===== config.mk =====
export PLATFORM = sky130hd
export DESIGN_NAME = btmsel_boot_select
export DESIGN_NICKNAME = d
export VERILOG_FILES = /design/src/bms_pkg.sv /design/src/bms_tap_reset.sv /design/src/bms_boot_select.sv
export SDC_FILE = /design/constraint.sdc
export NUM_CORES = 1
export LEC_CHECK = 0
export BUFFER_PORTS_ARGS = -buffer_cell sky130_fd_sc_hd__buf_2
export CORE_UTILIZATION = 25
export CTS_BUF_LIST = sky130_fd_sc_hd__clkbuf_4 sky130_fd_sc_hd__clkbuf_8
export CTS_CLUSTER_SIZE = 20
export DETAILED_ROUTE_END_ITERATION = 10
export MAX_ROUTING_LAYER = met4
export PLACE_DENSITY = 0.51
export SLEW_MARGIN = 15
export SYNTH_ARGS = -nofsm -noshare
export SYNTH_HDL_FRONTEND = slang
export SYNTH_SLANG_ARGS = --single-unit

===== constraint.sdc =====
create_clock -name sys_clk_in -period 2 [get_ports sys_clk_in]
set_clock_uncertainty 0.1 [all_clocks]
set_input_delay 0.1 -clock sys_clk_in [delete_from_list [all_inputs] [get_ports sys_clk_in]]
set_output_delay 0.1 -clock sys_clk_in [all_outputs]
set_load 0.03 [all_outputs]

===== src/bms_pkg.sv =====
package btmsel_pkg;
    // ------------------------------------------------------------
    // boot modes
    // ------------------------------------------------------------
    typedef enum logic [1:0] {
        BTMSEL_MODE_NONE = 2'b00, // no boot, run from external memory
        BTMSEL_MODE_HOST = 2'b01, // boot from host processor
        BTMSEL_MODE_EPROM = 2'b10, // boot from 8-bit eprom
        BTMSEL_MODE_BAD = 2'b11 // illegal strap combination
    } btmsel_mode_t;

    // ------------------------------------------------------------
    // sequencer states
    // ------------------------------------------------------------
    typedef enum logic [1:0] {
        BTMSEL_ST_RESET = 2'b00, // reset held, straps watched
        BTMSEL_ST_START = 2'b01, // one cycle to launch at the vector
        BTMSEL_ST_RUN = 2'b10 // executing
    } btmsel_state_t;

    // ------------------------------------------------------------
    // widths and reset values
    // ------------------------------------------------------------
    localparam int BTMSEL_EPROM_WIDTH = 8; // boot eprom data width
    localparam int BTMSEL_PC_WIDTH = 24; // program address width
    localparam logic [23:0] BTMSEL_RESET_VECTOR = 24'h020004;
    localparam int BTMSEL_TAP_STATE_WIDTH = 4; // test state width
    localparam logic [3:0] BTMSEL_TAP_RESET_STATE = 4'hf;
endpackage


===== src/bms_tap_reset.sv =====
`timescale 1ns/10ps
// holds a test access state register; forced to reset by test reset
module btmsel_tap_reset
    import btmsel_pkg::*;
(
    // clock
    input wire logic sys_clk_in,
    // test reset, active low
    input wire logic test_rst_n_in,
    // next state from the test logic
    input wire logic [3:0] tap_next_in,
    // current state
    output logic [3:0] tap_state_out
);
    // --------------------------------------------------------
    // state register
    // --------------------------------------------------------
    // test reset is sampled like any input; no async path here
    always_ff @(posedge sys_clk_in) begin
        if (!test_rst_n_in) begin
            tap_state_out <= BTMSEL_TAP_RESET_STATE;
        end else begin
            tap_state_out <= tap_next_in;
        end
    end
endmodule


===== src/bms_boot_select.sv =====
`timescale 1ns/10ps
module btmsel_boot_select
    import btmsel_pkg::*;
#(
    parameter int PC_WIDTH = BTMSEL_PC_WIDTH
)(
    // clock and resets
    input wire logic sys_clk_in,
    input wire logic rst_in,
    input wire logic test_rst_n_in,
    // boot straps
    input wire logic eprom_boot_select_in,
    input wire logic link_boot_select_in,
    // boot memory select pin
    input wire logic boot_memory_select_in,
    output logic boot_memory_select_out,
    output logic boot_memory_select_oe_out,
    // boot control from the core
    input wire logic bus_master_in,
    input wire logic boot_cs_active_in,
    input wire logic boot_three_state_in,
    // test state machine
    input wire logic [3:0] tap_next_in,
    output logic [3:0] tap_state_out,
    // status to the core
    output logic [1:0] boot_mode_out,
    output logic boot_error_out,
    output logic running_out,
    output logic [PC_WIDTH-1:0] fetch_addr_out,
    output logic fetch_valid_out
);
    // ------------------------------------------------------------
    // strap decode
    // ------------------------------------------------------------
    // used only for the live decode that feeds the latch
    function automatic btmsel_mode_t decode_mode(input logic eb,
                                                 input logic lb,
                                                 input logic bm);
        if (eb) begin
            // link strap must be low; a high one is illegal
            if (lb) begin
                decode_mode = BTMSEL_MODE_BAD;
            end else begin
                decode_mode = BTMSEL_MODE_EPROM;
            end
        end else if (lb) begin
            decode_mode = BTMSEL_MODE_BAD; // link boot unsupported
        end else if (bm) begin
            decode_mode = BTMSEL_MODE_HOST;
        end else begin
            decode_mode = BTMSEL_MODE_NONE;
        end
    endfunction

    btmsel_mode_t mode_reg; // latched boot mode
    btmsel_state_t state_reg; // start-up sequencer
    logic [PC_WIDTH-1:0] pc_reg; // fetch address
    btmsel_mode_t strap_mode; // live decode of the straps

    assign strap_mode = decode_mode(eprom_boot_select_in,
                                    link_boot_select_in,
                                    boot_memory_select_in);

    // ------------------------------------------------------------
    // mode latch
    // ------------------------------------------------------------
    // follow the straps while reset is held, freeze at release so
    // a floating strap later on cannot switch the boot path
    always_ff @(posedge sys_clk_in) begin
        if (state_reg == BTMSEL_ST_RESET) begin
            mode_reg <= strap_mode;
        end
    end

    // ------------------------------------------------------------
    // start-up sequencer
    // ------------------------------------------------------------
    always_ff @(posedge sys_clk_in) begin
        if (rst_in) begin
            state_reg <= BTMSEL_ST_RESET;
        end else begin
            unique case (state_reg)
                BTMSEL_ST_RESET: begin
                    state_reg <= BTMSEL_ST_START;
                end
                BTMSEL_ST_START: begin
                    state_reg <= BTMSEL_ST_RUN;
                end
                BTMSEL_ST_RUN: begin
                    state_reg <= BTMSEL_ST_RUN;
                end
                default: begin
                    state_reg <= BTMSEL_ST_RESET; // unused code
                end
            endcase
        end
    end

    // ------------------------------------------------------------
    // fetch address
    // ------------------------------------------------------------
    // one fetch per clock; no divider, so the rate is the clock's
    always_ff @(posedge sys_clk_in) begin
        if (rst_in || state_reg == BTMSEL_ST_RESET) begin
            pc_reg <= PC_WIDTH'(BTMSEL_RESET_VECTOR);
            fetch_valid_out <= 1'b0;
        end else if (state_reg == BTMSEL_ST_START) begin
            pc_reg <= PC_WIDTH'(BTMSEL_RESET_VECTOR);
            fetch_valid_out <= 1'b1;
        end else begin
            pc_reg <= pc_reg + PC_WIDTH'(1);
            fetch_valid_out <= 1'b1;
        end
    end
    assign fetch_addr_out = pc_reg;

    // ------------------------------------------------------------
    // boot memory select pin
    // ------------------------------------------------------------
    // the pin is an input strap in every mode except eprom boot, so
    // the enable is never raised while reset holds the latch open
    always_ff @(posedge sys_clk_in) begin
        if (rst_in || state_reg == BTMSEL_ST_RESET) begin
            boot_memory_select_oe_out <= 1'b0;
            boot_memory_select_out <= 1'b1;
        end else if (mode_reg == BTMSEL_MODE_EPROM && bus_master_in &&
                     !boot_three_state_in) begin
            boot_memory_select_oe_out <= 1'b1;
            boot_memory_select_out <= !boot_cs_active_in;
        end else begin
            boot_memory_select_oe_out <= 1'b0;
            boot_memory_select_out <= 1'b1;
        end
    end

    // ------------------------------------------------------------
    // status
    // ------------------------------------------------------------
    always_ff @(posedge sys_clk_in) begin
        if (rst_in) begin
            running_out <= 1'b0;
            boot_error_out <= 1'b0;
            boot_mode_out <= BTMSEL_MODE_NONE;
        end else begin
            running_out <= (state_reg != BTMSEL_ST_RESET);
            boot_error_out <= (mode_reg == BTMSEL_MODE_BAD);
            boot_mode_out <= mode_reg;
        end
    end

    // ------------------------------------------------------------
    // test state machine
    // ------------------------------------------------------------
    btmsel_tap_reset u_tap (
        .sys_clk_in(sys_clk_in),
        .test_rst_n_in(test_rst_n_in),
        .tap_next_in(tap_next_in),
        .tap_state_out(tap_state_out)
    );
endmodule


---- After elaboration in Yosys (flattened, before gate mapping) ----
Index checks and enable logic that the tools add are counted.
operators by class
  equal/unequal tests ..................... 4
  bitwise gates (word level) .............. 1
  muxes and demuxes ....................... 7
  reduce and logical (&&, ||, !) cells .... 10
  add/subtract/negate cells ............... 1
operators with widths
  operator                                       count
  adder 24 x 1 -> 24 bit, second input constant  1
  == test 2 bit, second input constant           3
  OR reduction 2 bit                             3
  two-way mux 1 bit                              4
  two-way mux 2 bit                              2
  one-hot mux 2 bit (2 select lines)             1
  == test 2 x 1 -> 1 bit, second input constant  1
  logical AND 1 bit                              2
  zero test 1 bit                                2
  zero test 2 bit                                1
  nonzero test 2 bit                             1
  logical OR 1 bit                               1
  NOT 1 bit                                      1
storage, ports and cells
  word-level logic and storage cells ...... 33
  output and inout port bits .............. 35
  register bits after elaboration ......... 39
  input port bits ......................... 13

---- Depth between registers and ports, before layout ----
Gate-level depths: netlist of run 1.
  depth in word-level cells ............... 5
  mapped depth ............................ 6
  gate-level depth less buffers ........... 5

---- Modules after synthesis ----
A second synthesis of run 1 with hierarchy kept.
second synthesis, totals
  cell total of the unflattened synthesis .. 158
  area total of the unflattened synthesis .. 1505.2 um^2
modules (own cells, without submodules)
  module              area each (um^2)  sequential area each (um^2)  instances  cells an instance
  btmsel_boot_select  1400.1            720.7                        1          150
  btmsel_tap_reset    105.1             80.1                         1          8

---- Worst setup path after synthesis of run 1 ----
No wires, ideal clock.
  kind .................................... register -> register
  from .................................... register pc_reg[7], in the netlist fetch_addr_out[7]
  to ...................................... register pc_reg[23], in the netlist fetch_addr_out[23]
  buffers on the path ..................... 1
  setup time .............................. 70 ps
  arrival ................................. 1914 ps
  path slack .............................. -85 ps
  data required time ...................... 1830 ps
  period minus slack after synthesis ...... 2085 ps
  stages on the path, launching flop included .. 6
  cells stage by stage .................... dfxtp_1 nand4_2 or4_1 clkbuf_2 or4_1 a21oi_1
between the ends
  cells in the longest elaborated chain, start to end .. 1
ends and longest elaborated chain
  what                    line                    source
  from (decl)             bms_boot_select.sv:57   logic [PC_WIDTH-1:0] pc_reg;
  from (signal assigned)  bms_boot_select.sv:105  pc_reg <= PC_WIDTH'(BTMSEL_RESET_VECTOR);
  from (signal assigned)  bms_boot_select.sv:108  pc_reg <= PC_WIDTH'(BTMSEL_RESET_VECTOR);
  from (signal assigned)  bms_boot_select.sv:111  pc_reg <= pc_reg + PC_WIDTH'(1);
  adder 24 x 1 -> 24 bit  bms_boot_select.sv:111
No other way between the ends.
A chain may end at the register's enable or synchronous reset.

---- Worst setup path after layout of run 1 ----
  from .................................... input rst_in
  to ...................................... register boot_memory_select_out
between the ends
  cells in the longest elaborated chain, start to end .. 2
ends and longest elaborated chain
  what                                 line                    source
  from (decl)                          bms_boot_select.sv:9    input wire logic rst_in,
  logical OR 1 bit                     bms_boot_select.sv:123  if (rst_in || state_reg == BTMSEL_ST_RESET) begin
  OR reduction 2 bit (no source line)  n/a
  to (signal assigned)                 bms_boot_select.sv:129  boot_memory_select_out <= !boot_cs_active_in;
  to (decl)                            bms_boot_select.sv:16   output logic boot_memory_select_out,
No other way between the ends.

==> results of run 1 <==
[timing repair]
| action | 4_1_cts | 5_1_grt |
|---|---|---|
| hold endpoints to repair | 13 | 0 |
| setup endpoints to repair | 0 | 1 |
| hold buffers | 16 | 0 |
| gates resized for setup | 0 | 1 |
[routing by layer]
| layer | wire, µm | vias to the layer above |
|---|---|---|
| met5 | 0 | - |
| met2 | 1610 | 38 |
| met3 | 210 | 5 |
| met4 | 49 | 0 |
| li1 | - | 704 |
| met1 | 1600 | 613 |
[stage by stage]
step / cells / hold slack, ps
2_1_floorplan: 158 / 61.9
3_3_place_gp: 282 / 165
3_5_place_dp: 282 / 165
4_1_cts: 306 / 370
5_1_grt: 306 / 398
6_report: 306 / 366
[critical path, cell delays in order]
cell and delay (ps):
dlygate4sd3_1 520, buf_2 170, nor2b_1 200, nand3b_1 100
nor3_1 200, nand2_1 90, dlygate4sd3_1 560
[report_power, final]
group | total, µW | internal [µW] | switching, µW
logic | 205 | 83.6 | 121
registers | 840 | 823 | 16.4
clock network | 539 | 272 | 268
[layout make-up]
cell class / instances / share of cell area [%]
flip-flops and latches: 39 / 37.8
multi-input cells: 109 / 31.4
repair buffers: 72 / 21.5
well taps: 72 / 4.18
clock buffers: 7 / 3.89
inverters: 6 / 1.05
clock inverters: 1 / 0.232
[logic make-up after synthesis]
logic type               count (synthesis)  share of synthesized area, %
AND/OR/NAND/NOR                         74                          28.1
flip-flops                              39                          53.0
AO/OA/AOI/OAI                           21                          7.53
XOR/XNOR                                11                          6.37
buffers and inverters                   10                          2.57
adder cells (fa/ha/maj)                  3                          2.48
[worst max path at each step]
stage | slack [ps] | from | to
detailed placement | 110 | fetch_addr_out[8]$_SDFF_PP0_ | fetch_addr_out[23]$_SDFF_PP0_
global route | 20 | rst_in | boot_memory_select_out$_SDFF_PP1_
CTS | 90 | fetch_addr_out[8]$_SDFF_PP0_ | fetch_addr_out[23]$_SDFF_PP0_
floorplan | 4 | fetch_addr_out[14]$_SDFF_PP0_ | fetch_addr_out[23]$_SDFF_PP0_
finish | 130 | rst_in | boot_memory_select_out$_SDFF_PP1_
global placement | 130 | fetch_addr_out[8]$_SDFF_PP0_ | fetch_addr_out[23]$_SDFF_PP0_
[placed cells by master, fill, tap and decap left out, types with 4 or more instances in the layout]
cell / instances
nor3_1: 4
buf_4: 9
nand2b_1: 4
inv_1: 6
clkbuf_8: 5
xor2_1: 6
dfxtp_2: 11
xnor2_1: 5
dfxtp_1: 26
buf_2: 47
nor2_1: 14
a21oi_1: 9
nor2b_1: 4
nand4_1: 5
dlygate4sd3_1: 16
nand3_1: 9
o21ai_0: 8
nand2_1: 8
and4_1: 4
or3_1: 8
==> qor.csv, run 1 <==
stage;metric;value;unit
outcome;status;complete, no violations;
logic_synthesis;Top FF cell, synth;dfxtp_1;
global_route;met2 usage;18.6;%
logic_synthesis;Net Count, Synth;174;
detailed_routing;wire length per cell;11.3;µm
sta;Max Transition Viols Final;0;
finish;ANT cells;0;
finish;area grow syn2layout;42.5;%
finish;Final Util;38.0;%
logic_synthesis;Syn Inst Count;158;
logic_synthesis;Syn Std Cell Area;0.00151;mm²
clock_tree;H-tree depth;2;
flow_run;max_cap viols;0;
finish;max reg flops;24;
global_route;met3 Track Usage GR;4.57;%
sta;Final TNS setup;0;ps
sta;Max Clock Freq;535;MHz
worst_setup_path;Worst R2R Path Depth;6;
global_route;met1 Use GR;13.5;%
sta;unrepaired setup endpoints after global routing;no;
logic_synthesis;asr flop ratio synth;0;%
place;# port buffers;47;
detailed_routing;DR vias;1360;
place;GPL Wtd Cong;0.720;
logic_synthesis;sequential-to-total area share from yosys stat;53.0;%
logic_synthesis;post-synth top area share;49.0;%
pwr;Max rail drop VDD;326;µV
floorplan;core outline area;0.00568;mm²
pwr;Pwr Total;1580;µW
pwr;P_leak;0.000876;µW
detailed_routing;initial detailed-routing violation count;59;
worst_setup_path;CP required;2080;ps
worst_setup_path;crit path launch type;input pin;
logic_synthesis;Ys Warns;0;
detailed_routing;Pre-antenna DRT Iters;4;
pwr;PD cells;735;mW/mm²
logic_synthesis;Synth Register Bits;39;
logic_synthesis;top-count cell post-synth;dfxtp_1;
place;DP Area;0.00190;mm²
place;DPL Wire Length;2430;µm
clock_tree;Clock Path Buffers;2;
worst_hold_path;Hold Crit Class;register to register;
worst_setup_path;Arrival @ worst endpoint;1950;ps
floorplan;die width;79.8;µm
worst_hold_path;hold path start;fetch_addr_out[0]$_SDFF_PP0_;
worst_setup_path;CP Capture Type;register;
finish;Nets;249;
detailed_routing;Vias/cell;4.44;
floorplan;starting density of the core;26.6;%
global_route;first-pass GRT wire length;5530;µm
floorplan;Die Span Y;79.8;µm
global_route;total grt overflow;0;
logic_synthesis;number of synthesized flops with an enable pin;2;
detailed_routing;drt drc;0;
detailed_routing;Routed WL;3470;µm
logic_synthesis;Mapped Avg Cell Area;9.57;µm²
sta;Final WS setup;131;ps
place;worst slack, placed;112;ps
clock_tree;worst-skew pair later-pin latency;290;ps
worst_setup_path;CP max FO;8;
finish;Reg area;815;µm²
clock_tree;Clk Tree Root Cell;clkbuf_8;
worst_setup_path;flop-to-flop setup slack;150;ps
finish;footprint of the multi-input gates;676;µm²
floorplan;I/O Pins;48;
finish;Layout fillers;591;
sta;final hold vios;0;
floorplan;std cell rows;27;
worst_setup_path;reg-to-reg endpoint;boot_memory_select_out$_SDFF_PP1_;
sta;Slew @ Worst Pin;513;ps
global_route;largest net degree at the start of global routing;21;
clock_tree;clk sinks;39;
worst_hold_path;hold endpoint;fetch_addr_out[0]$_SDFF_PP0_;
global_route;initial antenna violation count;0;
clock_tree;Clk pin slew, worst setup/hold paths;70;ps
floorplan;Die ar.;0.00636;mm²
global_route;Most Crowded Layer GR;met2;
worst_setup_path;crit path kind;input pin to register;
worst_hold_path;hold path cells;1;
global_route;aggregate global-route resource usage;11.8;%
detailed_routing;Post-DRT Antenna Nets;0;
logic_synthesis;Synth top cells by count;37 x dfxtp_1, 14 x nor2_1, 9 x a21oi_1, 9 x nand3_1;
finish;share of cells above drive strength 1;35.0;%
finish;post-layout instance area;0.00215;mm²
sta;crit path time final;1870;ps
logic_synthesis;top cells by area, synth;dfxtp_1 49%, edfxtp_1 4.0%, nor2_1 3.5%;
worst_setup_path;reg-to-reg startpoint;state_reg[0]$_SDFF_PP0_;
clock_tree;TritonCTS clock tree;yes;
logic_synthesis;post-synthesis cell type count;31;
clock_tree;postcts setup bufs;0;
sta;Rel. slew slack;65.5;%
sta;Tcrit/Tclk final;93.4;%
clock_tree;CTS buffer count;5;
logic_synthesis;Synth area leader;dfxtp_1;
sta;final setup violating endpoints;0;
global_route;number of global-route vias before repair;1222;
No activity file was read; power rests on OpenSTA's default activity.
==> run 2: changes to the inputs <==
REMOVE_ABC_BUFFERS = 1   (was unset)
==> run 2 against run 1 <==
Against the previous run:
- flip-flop and latch count did not move
- critical endpoint is now fetch_addr_out[23]$_SDFF_PP0_
- largest cell class unchanged
- hold slack improved by 8.3 ps
- cell area rose by 0.46%
- wire length rose by 0.63%
==> qor.csv, run 2 (synthesized netlist as in run 1, its figures left out) <==
stage;metric;value;unit;change
sta;Max Transition Viols Final;0;;unchanged
floorplan;std cell rows;27;;unchanged
clock_tree;clk sinks;39;;unchanged
sta;Rel. slew slack;67.9;%;was 65.5%
pwr;sequential power share;52.9;%;was 53.0%
place;# port buffers;47;;unchanged
sta;final hold vios;0;;unchanged
outcome;status;complete, no violations;;unchanged
global_route;largest net degree at the start of global routing;21;;unchanged
pwr;Clk pwr share;34.4;%;was 34.1%
sta;Tcrit/Tclk final;94.3;%;was 93.4%
sta;Max Clock Freq;530;MHz;was 535 MHz
finish;max reg flops;24;;unchanged
finish;commonest non-fill, non-tap cell in the layout;buf_2;;unchanged
pwr;P_leak;0.000890;µW;was 0.000876 µW
detailed_routing;Post-DRT Antenna Nets;0;;unchanged
global_route;total grt overflow;0;;unchanged
clock_tree;post_cts resized;0;;unchanged
pwr;Int Pwr;1170;µW;was 1180 µW
finish;footprint of the multi-input gates;672;µm²;was 676 µm²
place;GPL Wtd Cong;0.809;;was 0.720
place;DPL Wire Length;2470;µm;was 2430 µm
worst_setup_path;CP max FO;7;;was 8
clock_tree;Clk pin slew, worst setup/hold paths;70;ps;about the same
clock_tree;H-tree depth;2;;unchanged
worst_setup_path;Arrival @ worst endpoint;2010;ps;was 1950 ps
sta;crit path time final;1890;ps;was 1870 ps
clock_tree;TritonCTS clock tree;yes;;unchanged
floorplan;I/O Pins;48;;unchanged
detailed_routing;Pre-antenna DRT Iters;4;;unchanged
clock_tree;postcts setup bufs;0;;unchanged
detailed_routing;DR vias;1363;;was 1,360
clock_tree;hold bufs inserted after CTS;15;;was 16
sta;Hold Slack;374;ps;was 366 ps
pwr;PD cells;731;mW/mm²;was 735 mW/mm²
finish;most frequent cells in the layout;47 x buf_2, 37 x dfxtp_1, 15 x dlygate4sd3_1;;was 47 x buf_2, 26 x dfxtp_1, 16 x dlygate4sd3_1
global_route;initial antenna violation count;0;;unchanged
global_route;number of global-route vias before repair;1295;;was 1,222
detailed_routing;Vias/cell;4.40;;was 4.44
finish;post-layout instance area;0.00216;mm²;was 0.00215 mm²
floorplan;Die ar.;0.00636;mm²;unchanged
worst_setup_path;crit path kind;register to register;;was input pin to register
finish;Reg area;801;µm²;was 815 µm²
clock_tree;CTS buffer count;5;;unchanged
finish;ANT cells;0;;unchanged
finish;share of cells above drive strength 1;31.5;%;was 35.0%
clock_tree;Clk Tree Root Cell;clkbuf_8;;unchanged
worst_setup_path;crit path launch type;register;;was input pin
worst_setup_path;CP required;2130;ps;was 2080 ps
detailed_routing;wire length per cell;11.3;µm;about the same
worst_hold_path;Hold Crit Class;register to register;;unchanged
pwr;Comb pwr share;12.7;%;was 12.9%
floorplan;Die Span Y;79.8;µm;unchanged
clock_tree;worst-skew pair later-pin latency;290;ps;about the same
global_route;first-pass GRT wire length;5860;µm;was 5530 µm
worst_setup_path;CP Capture Type;register;;unchanged
finish;Layout fillers;605;;was 591
sta;unrepaired setup endpoints after global routing;no;;unchanged
floorplan;starting density of the core;26.6;%;unchanged
place;DP Area;0.00193;mm²;was 0.00190 mm²
detailed_routing;Routed WL;3490;µm;was 3470 µm
pwr;Sw Ratio;25.8;%;was 25.6%
pwr;sw power;408;µW;was 405 µW
flow_run;max_cap viols;0;;unchanged
clock_tree;Clock Path Buffers;2;;unchanged
finish;Final Util;38.1;%;was 38.0%
floorplan;core outline area;0.00568;mm²;unchanged
floorplan;die width;79.8;µm;unchanged
sta;final setup violating endpoints;0;;unchanged
sta;Slew @ Worst Pin;477;ps;was 513 ps
global_route;aggregate global-route resource usage;12.4;%;was 11.8%
finish;Nets;253;;was 249
detailed_routing;initial detailed-routing violation count;42;;was 59
finish;area grow syn2layout;43.2;%;was 42.5%
pwr;Max rail drop VDD;345;µV;was 326 µV
detailed_routing;drt drc;0;;unchanged
==> run 2: layer usage <==
| metal | vias to the layer above | part of all wire [%] | global-route usage [%] |
|---|---|---|---|
| li1 | 712 | - | - |
| met1 | 623 | 45 | 15.0 |
| met2 | 23 | 49 | 19.4 |
| met3 | 5 | 4.5 | 4.34 |
| met4 | 0 | 1.4 | 3.75 |
| met5 | - | 0 | - |
==> run 2: worst max-delay path: stages, from the launching register on <==
cell     delay, ps
dfxtp_1        390
nand4_1        120
or4_1          640
or4_1          430
a21oi_1        140
==> run 2: stage by stage <==
stage | setup TNS (ps) | instances | worst slack (ps) | power (µW)
detailed placement | 0 | 287 | 115 | 1040
floorplan | -61.1 | 154 | -61.1 | 964
CTS | 0 | 310 | 104 | 1610
global route | 0 | 310 | 1.02 | 1660
finish | 0 | 310 | 114 | 1580
global placement | 0 | 287 | 170 | 1030
==> run 2: cell type report <==
type | count | share of cell area, %
multi-input cells | 109 | 31.0
repair buffers | 76 | 22.7
clock buffers | 7 | 3.87
flip-flops and latches | 39 | 37.0
inverters | 6 | 1.04
well taps | 72 | 4.16
clock inverters | 1 | 0.231
==> run 2: worst paths after layout <==
path | from | endpoint | slack, ps | cells past startpoint
max reg2reg | fetch_addr_out[14]$_SDFF_PP0_ | fetch_addr_out[23]$_SDFF_PP0_ | 110 | 4
min reg2reg | mode_reg[0]$_DFFE_PP_ | boot_memory_select_oe_out$_SDFF_PN0_ | 370 | 1
min | mode_reg[0]$_DFFE_PP_ | boot_memory_select_oe_out$_SDFF_PN0_ | 370 | 1
max | fetch_addr_out[14]$_SDFF_PP0_ | fetch_addr_out[23]$_SDFF_PP0_ | 110 | 4
==> run 2: power by group through the flow <==
stage / registers (µW) / logic (µW) / clock network, µW
global route: 842 / 220 / 600
detailed placement: 856 / 181 / 0
CTS: 838 / 204 / 564
finish: 837 / 201 / 545
floorplan: 901 / 63.4 / 0
global placement: 854 / 180 / 0
